File: src/ldac_pkg.sv
// package of constants and types for the loop dac serial loader
package ldac_pkg;
   localparam int unsigned  MCLK_HZ        = 100_000_000;
   localparam int unsigned  NORM_BITS      = 16;
   localparam int unsigned  ALARM_BITS     = 17;
   localparam int unsigned  CNT_BITS       = 5;            // modulo 32 pulse count
   localparam logic [4:0]   NORM_MAX_CNT   = 5'h10;        // 0..16 normal, 17..31 alarm
   localparam logic [4:0]   CNT_RESET      = 5'h00;
   localparam logic [16:0]  LATCH_RESET    = 17'h00000;
   localparam logic [16:0]  ALARM_LO_CODE  = 17'h03800;    // 3.5 mA advisory floor
   localparam logic [16:0]  ALARM_HI_CODE  = 17'h18000;    // 24 mA advisory ceiling
   localparam int unsigned  NORM_STEP_PA   = 244141;       // 16 mA / 65536, in picoamps
   localparam int unsigned  ALARM_STEP_PA  = 244141;       // 32 mA / 131072, in picoamps
   localparam logic [31:0]  NORM_ZERO_NA   = 32'h003d0900; // 4 mA offset in nA (4,000,000)
   localparam int unsigned  MOD_DIV        = 4;            // modulator rate divider
   localparam logic [1:0]   MOD_DIV_LAST   = 2'(MOD_DIV - 1);

   // loaded code as seen by the converter
   typedef struct packed {
      logic        alarm;
      logic [16:0] code;
   } ldac_latch_s;

   // host pins, raw or after synchronisation
   typedef struct packed {
      logic clk;
      logic data;
      logic load;
   } ldac_pins_s;
endpackage

File: src/ldac_sync.sv
// two-flop synchroniser with rising edge detect for host pins
`timescale 1ns/1ns
module ldac_sync
   import ldac_pkg::*;
(
   // clock and reset
   input  wire logic        mclk,
   input  wire logic        rst_n,
   // raw and synchronised pins
   input  wire ldac_pins_s  pins_raw,
   output ldac_pins_s       pins_sync,
   output logic             clk_rise,
   output logic             load_rise
);
   ldac_pins_s stage1;
   ldac_pins_s stage2;
   ldac_pins_s stage3;
   logic [2:0] primed;

   // capture chain, stage1 read only by stage2
   always_ff @(posedge mclk or negedge rst_n) begin
      if (!rst_n) begin
         stage1 <= '0;
         stage2 <= '0;
         stage3 <= '0;
      end else begin
         stage1 <= pins_raw;
         stage2 <= stage1;
         stage3 <= stage2;
      end
   end

   // edges ignored until the chain holds real pin levels, so an idle-high strobe gives no false rise
   always_ff @(posedge mclk or negedge rst_n) begin
      if (!rst_n) begin
         primed <= 3'h0;
      end else begin
         primed <= {primed[1:0], 1'b1};
      end
   end

   // edges seen in the same cycle the second flop takes the new level, against the third flop
   assign pins_sync = stage2;
   assign clk_rise  = primed[2] & stage2.clk & ~stage3.clk;
   assign load_rise = primed[2] & stage2.load & ~stage3.load;
endmodule

File: src/ldac_loader.sv
// serial loader, dac latch and modulator gate of the loop dac
`timescale 1ns/1ns
module ldac_loader
   import ldac_pkg::*;
(
   // clock and reset
   input  wire logic          mclk,
   input  wire logic          nrst,
   // host serial pins
   input  wire logic          serial_clk,
   input  wire logic          serial_data,
   input  wire logic          load_strobe,
   // reference overload sense from the high reference output
   input  wire logic          high_reference_overload,
   // converter side
   output ldac_latch_s        dac_latch,
   output logic [31:0]        loop_current_na,
   output logic               mod_enable,
   output logic               osc_running,
   output logic               mod_tick,
   output logic               alarm_out_of_range
);
   ////////////////////////////////////////////////////////////////////////////
   // reset release and pin synchronisation

   logic        rst_meta;
   logic        rst_n;
   ldac_pins_s  pins_raw;
   ldac_pins_s  pins_sync;
   logic        clk_rise;
   logic        load_rise;
   logic        ovl_meta;
   logic        ovl_sync;

   // async assert, synchronous release
   always_ff @(posedge mclk or negedge nrst) begin
      if (!nrst) begin
         rst_meta <= 1'b0;
         rst_n    <= 1'b0;
      end else begin
         rst_meta <= 1'b1;
         rst_n    <= rst_meta;
      end
   end

   assign pins_raw = '{clk: serial_clk, data: serial_data, load: load_strobe};

   ldac_sync u_sync (
      .mclk      (mclk),
      .rst_n     (rst_n),
      .pins_raw  (pins_raw),
      .pins_sync (pins_sync),
      .clk_rise  (clk_rise),
      .load_rise (load_rise)
   );

   // overload sense synchroniser
   always_ff @(posedge mclk or negedge rst_n) begin
      if (!rst_n) begin
         ovl_meta <= 1'b0;
         ovl_sync <= 1'b0;
      end else begin
         ovl_meta <= high_reference_overload;
         ovl_sync <= ovl_meta;
      end
   end

   ////////////////////////////////////////////////////////////////////////////
   // state machine: running or held in overload reset

   typedef enum logic [1:0] {
      LDAC_RUN = 2'b01,
      LDAC_POR = 2'b10
   } ldac_state_e;

   ldac_state_e state;
   ldac_state_e next_state;

   // overload enters reset, recovery when the load goes away
   always_comb begin
      next_state = state;
      case (state)
         LDAC_RUN: begin
            if (ovl_sync) begin
               next_state = LDAC_POR;
            end
         end
         LDAC_POR: begin
            if (!ovl_sync) begin
               next_state = LDAC_RUN;
            end
         end
         default: begin
            next_state = LDAC_POR;
         end
      endcase
   end

   always_ff @(posedge mclk or negedge rst_n) begin
      if (!rst_n) begin
         state <= LDAC_POR;
      end else begin
         state <= next_state;
      end
   end

   logic por_active;
   assign por_active = (state != LDAC_RUN);

   ////////////////////////////////////////////////////////////////////////////
   // shift register and pulse counter

   logic [16:0]          shift_reg;
   logic [CNT_BITS-1:0]  pulse_cnt;

   // msb first shift, sampled on serial clock rise, last 17 bits kept
   always_ff @(posedge mclk or negedge rst_n) begin
      if (!rst_n) begin
         shift_reg <= LATCH_RESET;
      end else if (clk_rise) begin
         shift_reg <= {shift_reg[15:0], pins_sync.data};
      end
   end

   // modulo 32 count, cleared by overload, restarted by strobe (at 1 if a clock rise coincides)
   always_ff @(posedge mclk or negedge rst_n) begin
      if (!rst_n) begin
         pulse_cnt <= CNT_RESET;
      end else if (por_active) begin
         pulse_cnt <= CNT_RESET;
      end else if (load_rise) begin
         pulse_cnt <= clk_rise ? CNT_BITS'(1) : CNT_RESET;
      end else if (clk_rise) begin
         pulse_cnt <= pulse_cnt + CNT_BITS'(1);
      end
   end

   ////////////////////////////////////////////////////////////////////////////
   // dac latch transfer

   logic alarm_sel;
   assign alarm_sel = (pulse_cnt > NORM_MAX_CNT);

   // parallel copy on strobe rise, cleared in overload
   always_ff @(posedge mclk or negedge rst_n) begin
      if (!rst_n) begin
         dac_latch <= '{alarm: 1'b0, code: LATCH_RESET};
      end else if (por_active) begin
         dac_latch <= '{alarm: 1'b0, code: LATCH_RESET};
      end else if (load_rise) begin
         if (alarm_sel) begin
            dac_latch <= '{alarm: 1'b1, code: shift_reg};
         end else begin
            dac_latch <= '{alarm: 1'b0, code: {1'b0, shift_reg[15:0]}};
         end
      end
   end

   ////////////////////////////////////////////////////////////////////////////
   // code to current mapping and range flag

   // nominal loop current in nA for a latched code
   function automatic logic [31:0] code_to_na(input ldac_latch_s l);
      logic [47:0] prod;
      prod = 48'(l.code) * 48'(l.alarm ? ALARM_STEP_PA : NORM_STEP_PA);
      if (l.alarm) begin
         code_to_na = 32'(prod / 48'd1000);
      end else begin
         code_to_na = NORM_ZERO_NA + 32'(prod / 48'd1000);
      end
   endfunction

   always_ff @(posedge mclk or negedge rst_n) begin
      if (!rst_n) begin
         loop_current_na    <= 32'h00000000;
         alarm_out_of_range <= 1'b0;
      end else begin
         loop_current_na    <= code_to_na(dac_latch);
         alarm_out_of_range <= dac_latch.alarm &&
                               ((dac_latch.code < ALARM_LO_CODE) ||
                                (dac_latch.code > ALARM_HI_CODE));
      end
   end

   ////////////////////////////////////////////////////////////////////////////
   // modulator oscillator enable divider

   logic [1:0] mod_div;

   // oscillator stopped and modulator off during overload
   always_ff @(posedge mclk or negedge rst_n) begin
      if (!rst_n) begin
         mod_div     <= 2'h0;
         mod_tick    <= 1'b0;
         mod_enable  <= 1'b0;
         osc_running <= 1'b0;
      end else begin
         mod_enable  <= ~por_active;
         osc_running <= ~por_active;
         if (por_active) begin
            mod_div  <= 2'h0;
            mod_tick <= 1'b0;
         end else begin
            mod_div  <= (mod_div == MOD_DIV_LAST) ? 2'h0 : mod_div + 2'h1;
            mod_tick <= (mod_div == MOD_DIV_LAST);
         end
      end
   end
endmodule

File: config.mk
export PLATFORM = sky130hd
export DESIGN_NAME = ldac_loader
export DESIGN_NICKNAME = d
export VERILOG_FILES = /design/src/ldac_pkg.sv /design/src/ldac_sync.sv /design/src/ldac_loader.sv
export SDC_FILE = /design/constraint.sdc
export NUM_CORES = 1
export LEC_CHECK = 0
export BUFFER_PORTS_ARGS = -buffer_cell sky130_fd_sc_hd__clkbuf_2
export CAP_MARGIN = 15
export CORE_MARGIN = 2
export CORE_UTILIZATION = 30
export DETAILED_ROUTE_END_ITERATION = 8
export MAX_ROUTING_LAYER = met4
export SLEW_MARGIN = 20
export SYNTH_ARGS = -nofsm -noshare
export SYNTH_HDL_FRONTEND = slang
export SYNTH_SLANG_ARGS = --single-unit
File: constraint.sdc
create_clock -name mclk -period 2.45 [get_ports mclk]
set_input_delay 0.1225 -clock mclk [delete_from_list [all_inputs] [get_ports mclk]]
set_output_delay 0.1225 -clock mclk [all_outputs]
set_load 0.01 [all_outputs]
==> reports/results.tsv <==
metric	value	unit
die_area	60950	µm²
netlist_top_cells_area	fa_1, dfrtp_1, ha_1, nand2_1, inv_1	
fin_ws	-19300	ps
clockPowerShare	0.330	
r2r_start	dac_latch[5]$_DFFE_PN0P_	
grt_usage	0.2050	
fmax	0.04597	GHz
period_share	8.879	
synth_edf_count	0	
synth_ff_type	dfrtp_1	
cp_max_fo	7	
initial_utilization	0.3016	
crit_family	compound AO/OA/AOI/OAI gates	
yosysTopAreaCell	fa_1	
core-area	58690	µm²
setup_viol	26	
routabilityCongestion	0.9420	
p_total	4.896	mW
yosysTopAreaCellShare	0.1437	
grt_setup_unrepaired	true	
power.internal	3.193	mW
synth_area	17700	µm²
p_comb_frac	0.342	
cts-buffers-inserted	9	
antenna_found_initial	1	
postPlaceCellArea	24690	µm²
seqPwrFrac	0.328	
leakage	13.51	nW
num-fill-cells	5421	
clock_sinks	89	
status	finished with violations	
fin_worst_skew	32.20	ps
startpoint_type	register	
cts_root_buf	clkbuf_16	
syn_inst	2172	
max_stage_delay	620	ps
worstSetupPathType	register to register	
grt.busiest_layer	met2	
r2r-end	loop_current_na[0]$_DFF_PN0_	
use_met2	0.3608	
drt_pre_antenna_iters	5	
synth_cell_types	127	
grt_use_met1	0.2477	
relSlewSlack	0.4301	
violations	setup timing	
via_per_inst	5.121	
power.density	173.7	nW/µm²
path_buf_inv	19	
maxSlewViolCount	0	
synth-seq-cells	89	
min_period	21750	ps
io_pins	60	
path_common_cell	buf_4	
die_h	246.9	µm
io_buffer_count	54	
drive_gt1_frac	0.4556	
rows	89	
grt_pass1_wl	100000	µm
overflow	0	
nets	3368	
grtUsageMet3	0.02268	
drt_wl_total	61950	µm
swShare	0.3478	
worst_skew_pair.late_latency	400	ps
largest_register_ffs	27	
antenna_cells	0	
synthArstFlopShare	1.000	
hold_viol_final	0	
critical_path_required	2720	ps
area_growth_syn_to_layout	59.31	%
cts_max_path_buffers	2	
tightestPinTransition	854.9	ps
drc_errors	0	
grt_max_degree	35	
cp-end-kind	register	
crit_path_top_delay_cell	fa_1	
peakVddDrop	0.4704	mV
cts_tree	yes	
cts.clk_slew.worst_paths	70	ps
grt_pass1_vias	20271	
dpl.hpwl	48920	µm
vias	19773	
syn_avg_cell_area	8.148	µm²
yosysWarnings	0	
worst_hold_path_type	primary input to asynchronous set/reset pin	
die_w	246.9	µm
switchingPower	1.703	mW
utilization	0.4804	
drtIter0Drc	1110	
yosysSeqAreaShare	0.1259	
stdcell_count	3861	
placed_cells	3697	
rr_worst_depth	90	
cts_htree_levels	3	
max-cap-violations	0	
wl_per_cell	16.05	µm
final_antenna_net_count	0	
crit_arrival	22020	ps
whs	64.17	ps
regToRegSetupSlack	-19300	ps
final_area	28190	µm²
==> placed cells by master, fill, tap and decap left out, drive strengths merged, types with 11 or more instances in the layout <==
cell | synthesis | layout
dfrtp | 88 | 88
xnor2 | 78 | 78
inv | 223 | 225
o21ai | 110 | 110
o311ai | 11 | 11
fa | 127 | 127
o22ai | 17 | 17
o31ai | 18 | 18
clkbuf | 37 | 63
a21oi | 141 | 141
nor4 | 17 | 17
mux2i | 33 | 33
o211ai | 40 | 40
nand3 | 52 | 52
nor2 | 147 | 147
a211oi | 27 | 27
and3 | 22 | 22
a211o | 17 | 17
nor3 | 49 | 49
o21a | 20 | 20
mux2 | 19 | 19
nand4 | 32 | 32
a31oi | 26 | 26
nand2 | 233 | 233
or3 | 14 | 14
ha | 152 | 152
o31a | 11 | 11
or2 | 33 | 33
buf | 50 | 922
nand2b | 21 | 21
a21o | 33 | 33
and2 | 30 | 30
xor2 | 42 | 42
==> per-stage QoR <==
step | setup TNS [ps] | worst slack, ps
after CTS | -401410 | -18840
after floorplan | -391020 | -18850
after global routing | -427230 | -20090
after detailed placement | -425590 | -19880
final | -410090 | -19300
after global placement | -422110 | -19640
==> power by group through the flow <==
| stage | logic, mW | registers, mW | clock network [mW] |
|---|---|---|---|
| final | 1.68 | 1.60 | 1.62 |
| after global routing | 1.82 | 1.62 | 1.72 |
| after CTS | 1.56 | 1.61 | 1.67 |
| after detailed placement | 1.38 | 1.63 | 0 |
| after global placement | 1.36 | 1.63 | 0 |
| after floorplan | 0.802 | 1.64 | 0 |
==> how the worst max path moves through the flow <==
stage                                  start                            to  cells past startpoint
floorplan           dac_latch[5]$_DFFE_PN0P_  loop_current_na[0]$_DFF_PN0_                     89
global placement    dac_latch[9]$_DFFE_PN0P_  loop_current_na[0]$_DFF_PN0_                     85
detailed placement  dac_latch[9]$_DFFE_PN0P_  loop_current_na[0]$_DFF_PN0_                     88
CTS                 dac_latch[9]$_DFFE_PN0P_  loop_current_na[0]$_DFF_PN0_                     89
global route        dac_latch[5]$_DFFE_PN0P_  loop_current_na[0]$_DFF_PN0_                     95
finish              dac_latch[5]$_DFFE_PN0P_  loop_current_na[0]$_DFF_PN0_                     90
==> repair_timing <==
action                                 in CTS  in global routing
buffers inserted                           78                 76
pin swaps                                  95                 96
cloned                                      1                  0
endpoints found under the hold margin       6                  0
setup endpoints to repair                  26                 26
hold buffers                                5                  0
gates resized for setup                   232                185
==> synthesized netlist by cell type, drive strengths merged, types with 11 or more instances <==
master / number
nand2: 233
inv: 223
ha: 152
nor2: 147
a21oi: 141
fa: 127
o21ai: 110
dfrtp: 88
xnor2: 78
nand3: 52
buf: 50
nor3: 49
xor2: 42
o211ai: 40
clkbuf: 37
a21o: 33
mux2i: 33
or2: 33
nand4: 32
and2: 30
a211oi: 27
a31oi: 26
and3: 22
nand2b: 21
o21a: 20
mux2: 19
o31ai: 18
a211o: 17
nor4: 17
o22ai: 17
or3: 14
o311ai: 11
o31a: 11
==> logic make-up after synthesis <==
group | count (synthesis) | synth area share
buf+inv | 310 | 0.07338
compound gates | 617 | 0.2566
mux | 53 | 0.03309
simple gates | 698 | 0.1951
other cells | 2 | 0.0004243
xor+xnor | 120 | 0.06214
fa+ha+maj | 283 | 0.2534
flops | 89 | 0.1259
==> layout make-up <==
class / instances / area (µm²) / area share
Clock buffer: 9 / 225.2 / 0.007988
Tap cell: 773 / 967.2 / 0.03430
Inverter: 223 / 842.1 / 0.02987
Sequential cell: 89 / 2246 / 0.07966
Timing Repair Buffer: 981 / 7505 / 0.2662
Clock inverter: 7 / 100.1 / 0.003550
Multi-Input combinational cell: 1779 / 16310 / 0.5785
==> per-layer routing <==
layer	vias to the layer above	share of wire
met4	0	0.024
met1	9666	0.44
li1	9602	-
met2	392	0.50
met3	113	0.031
met5	-	0
(Power assumes the default switching activity.)
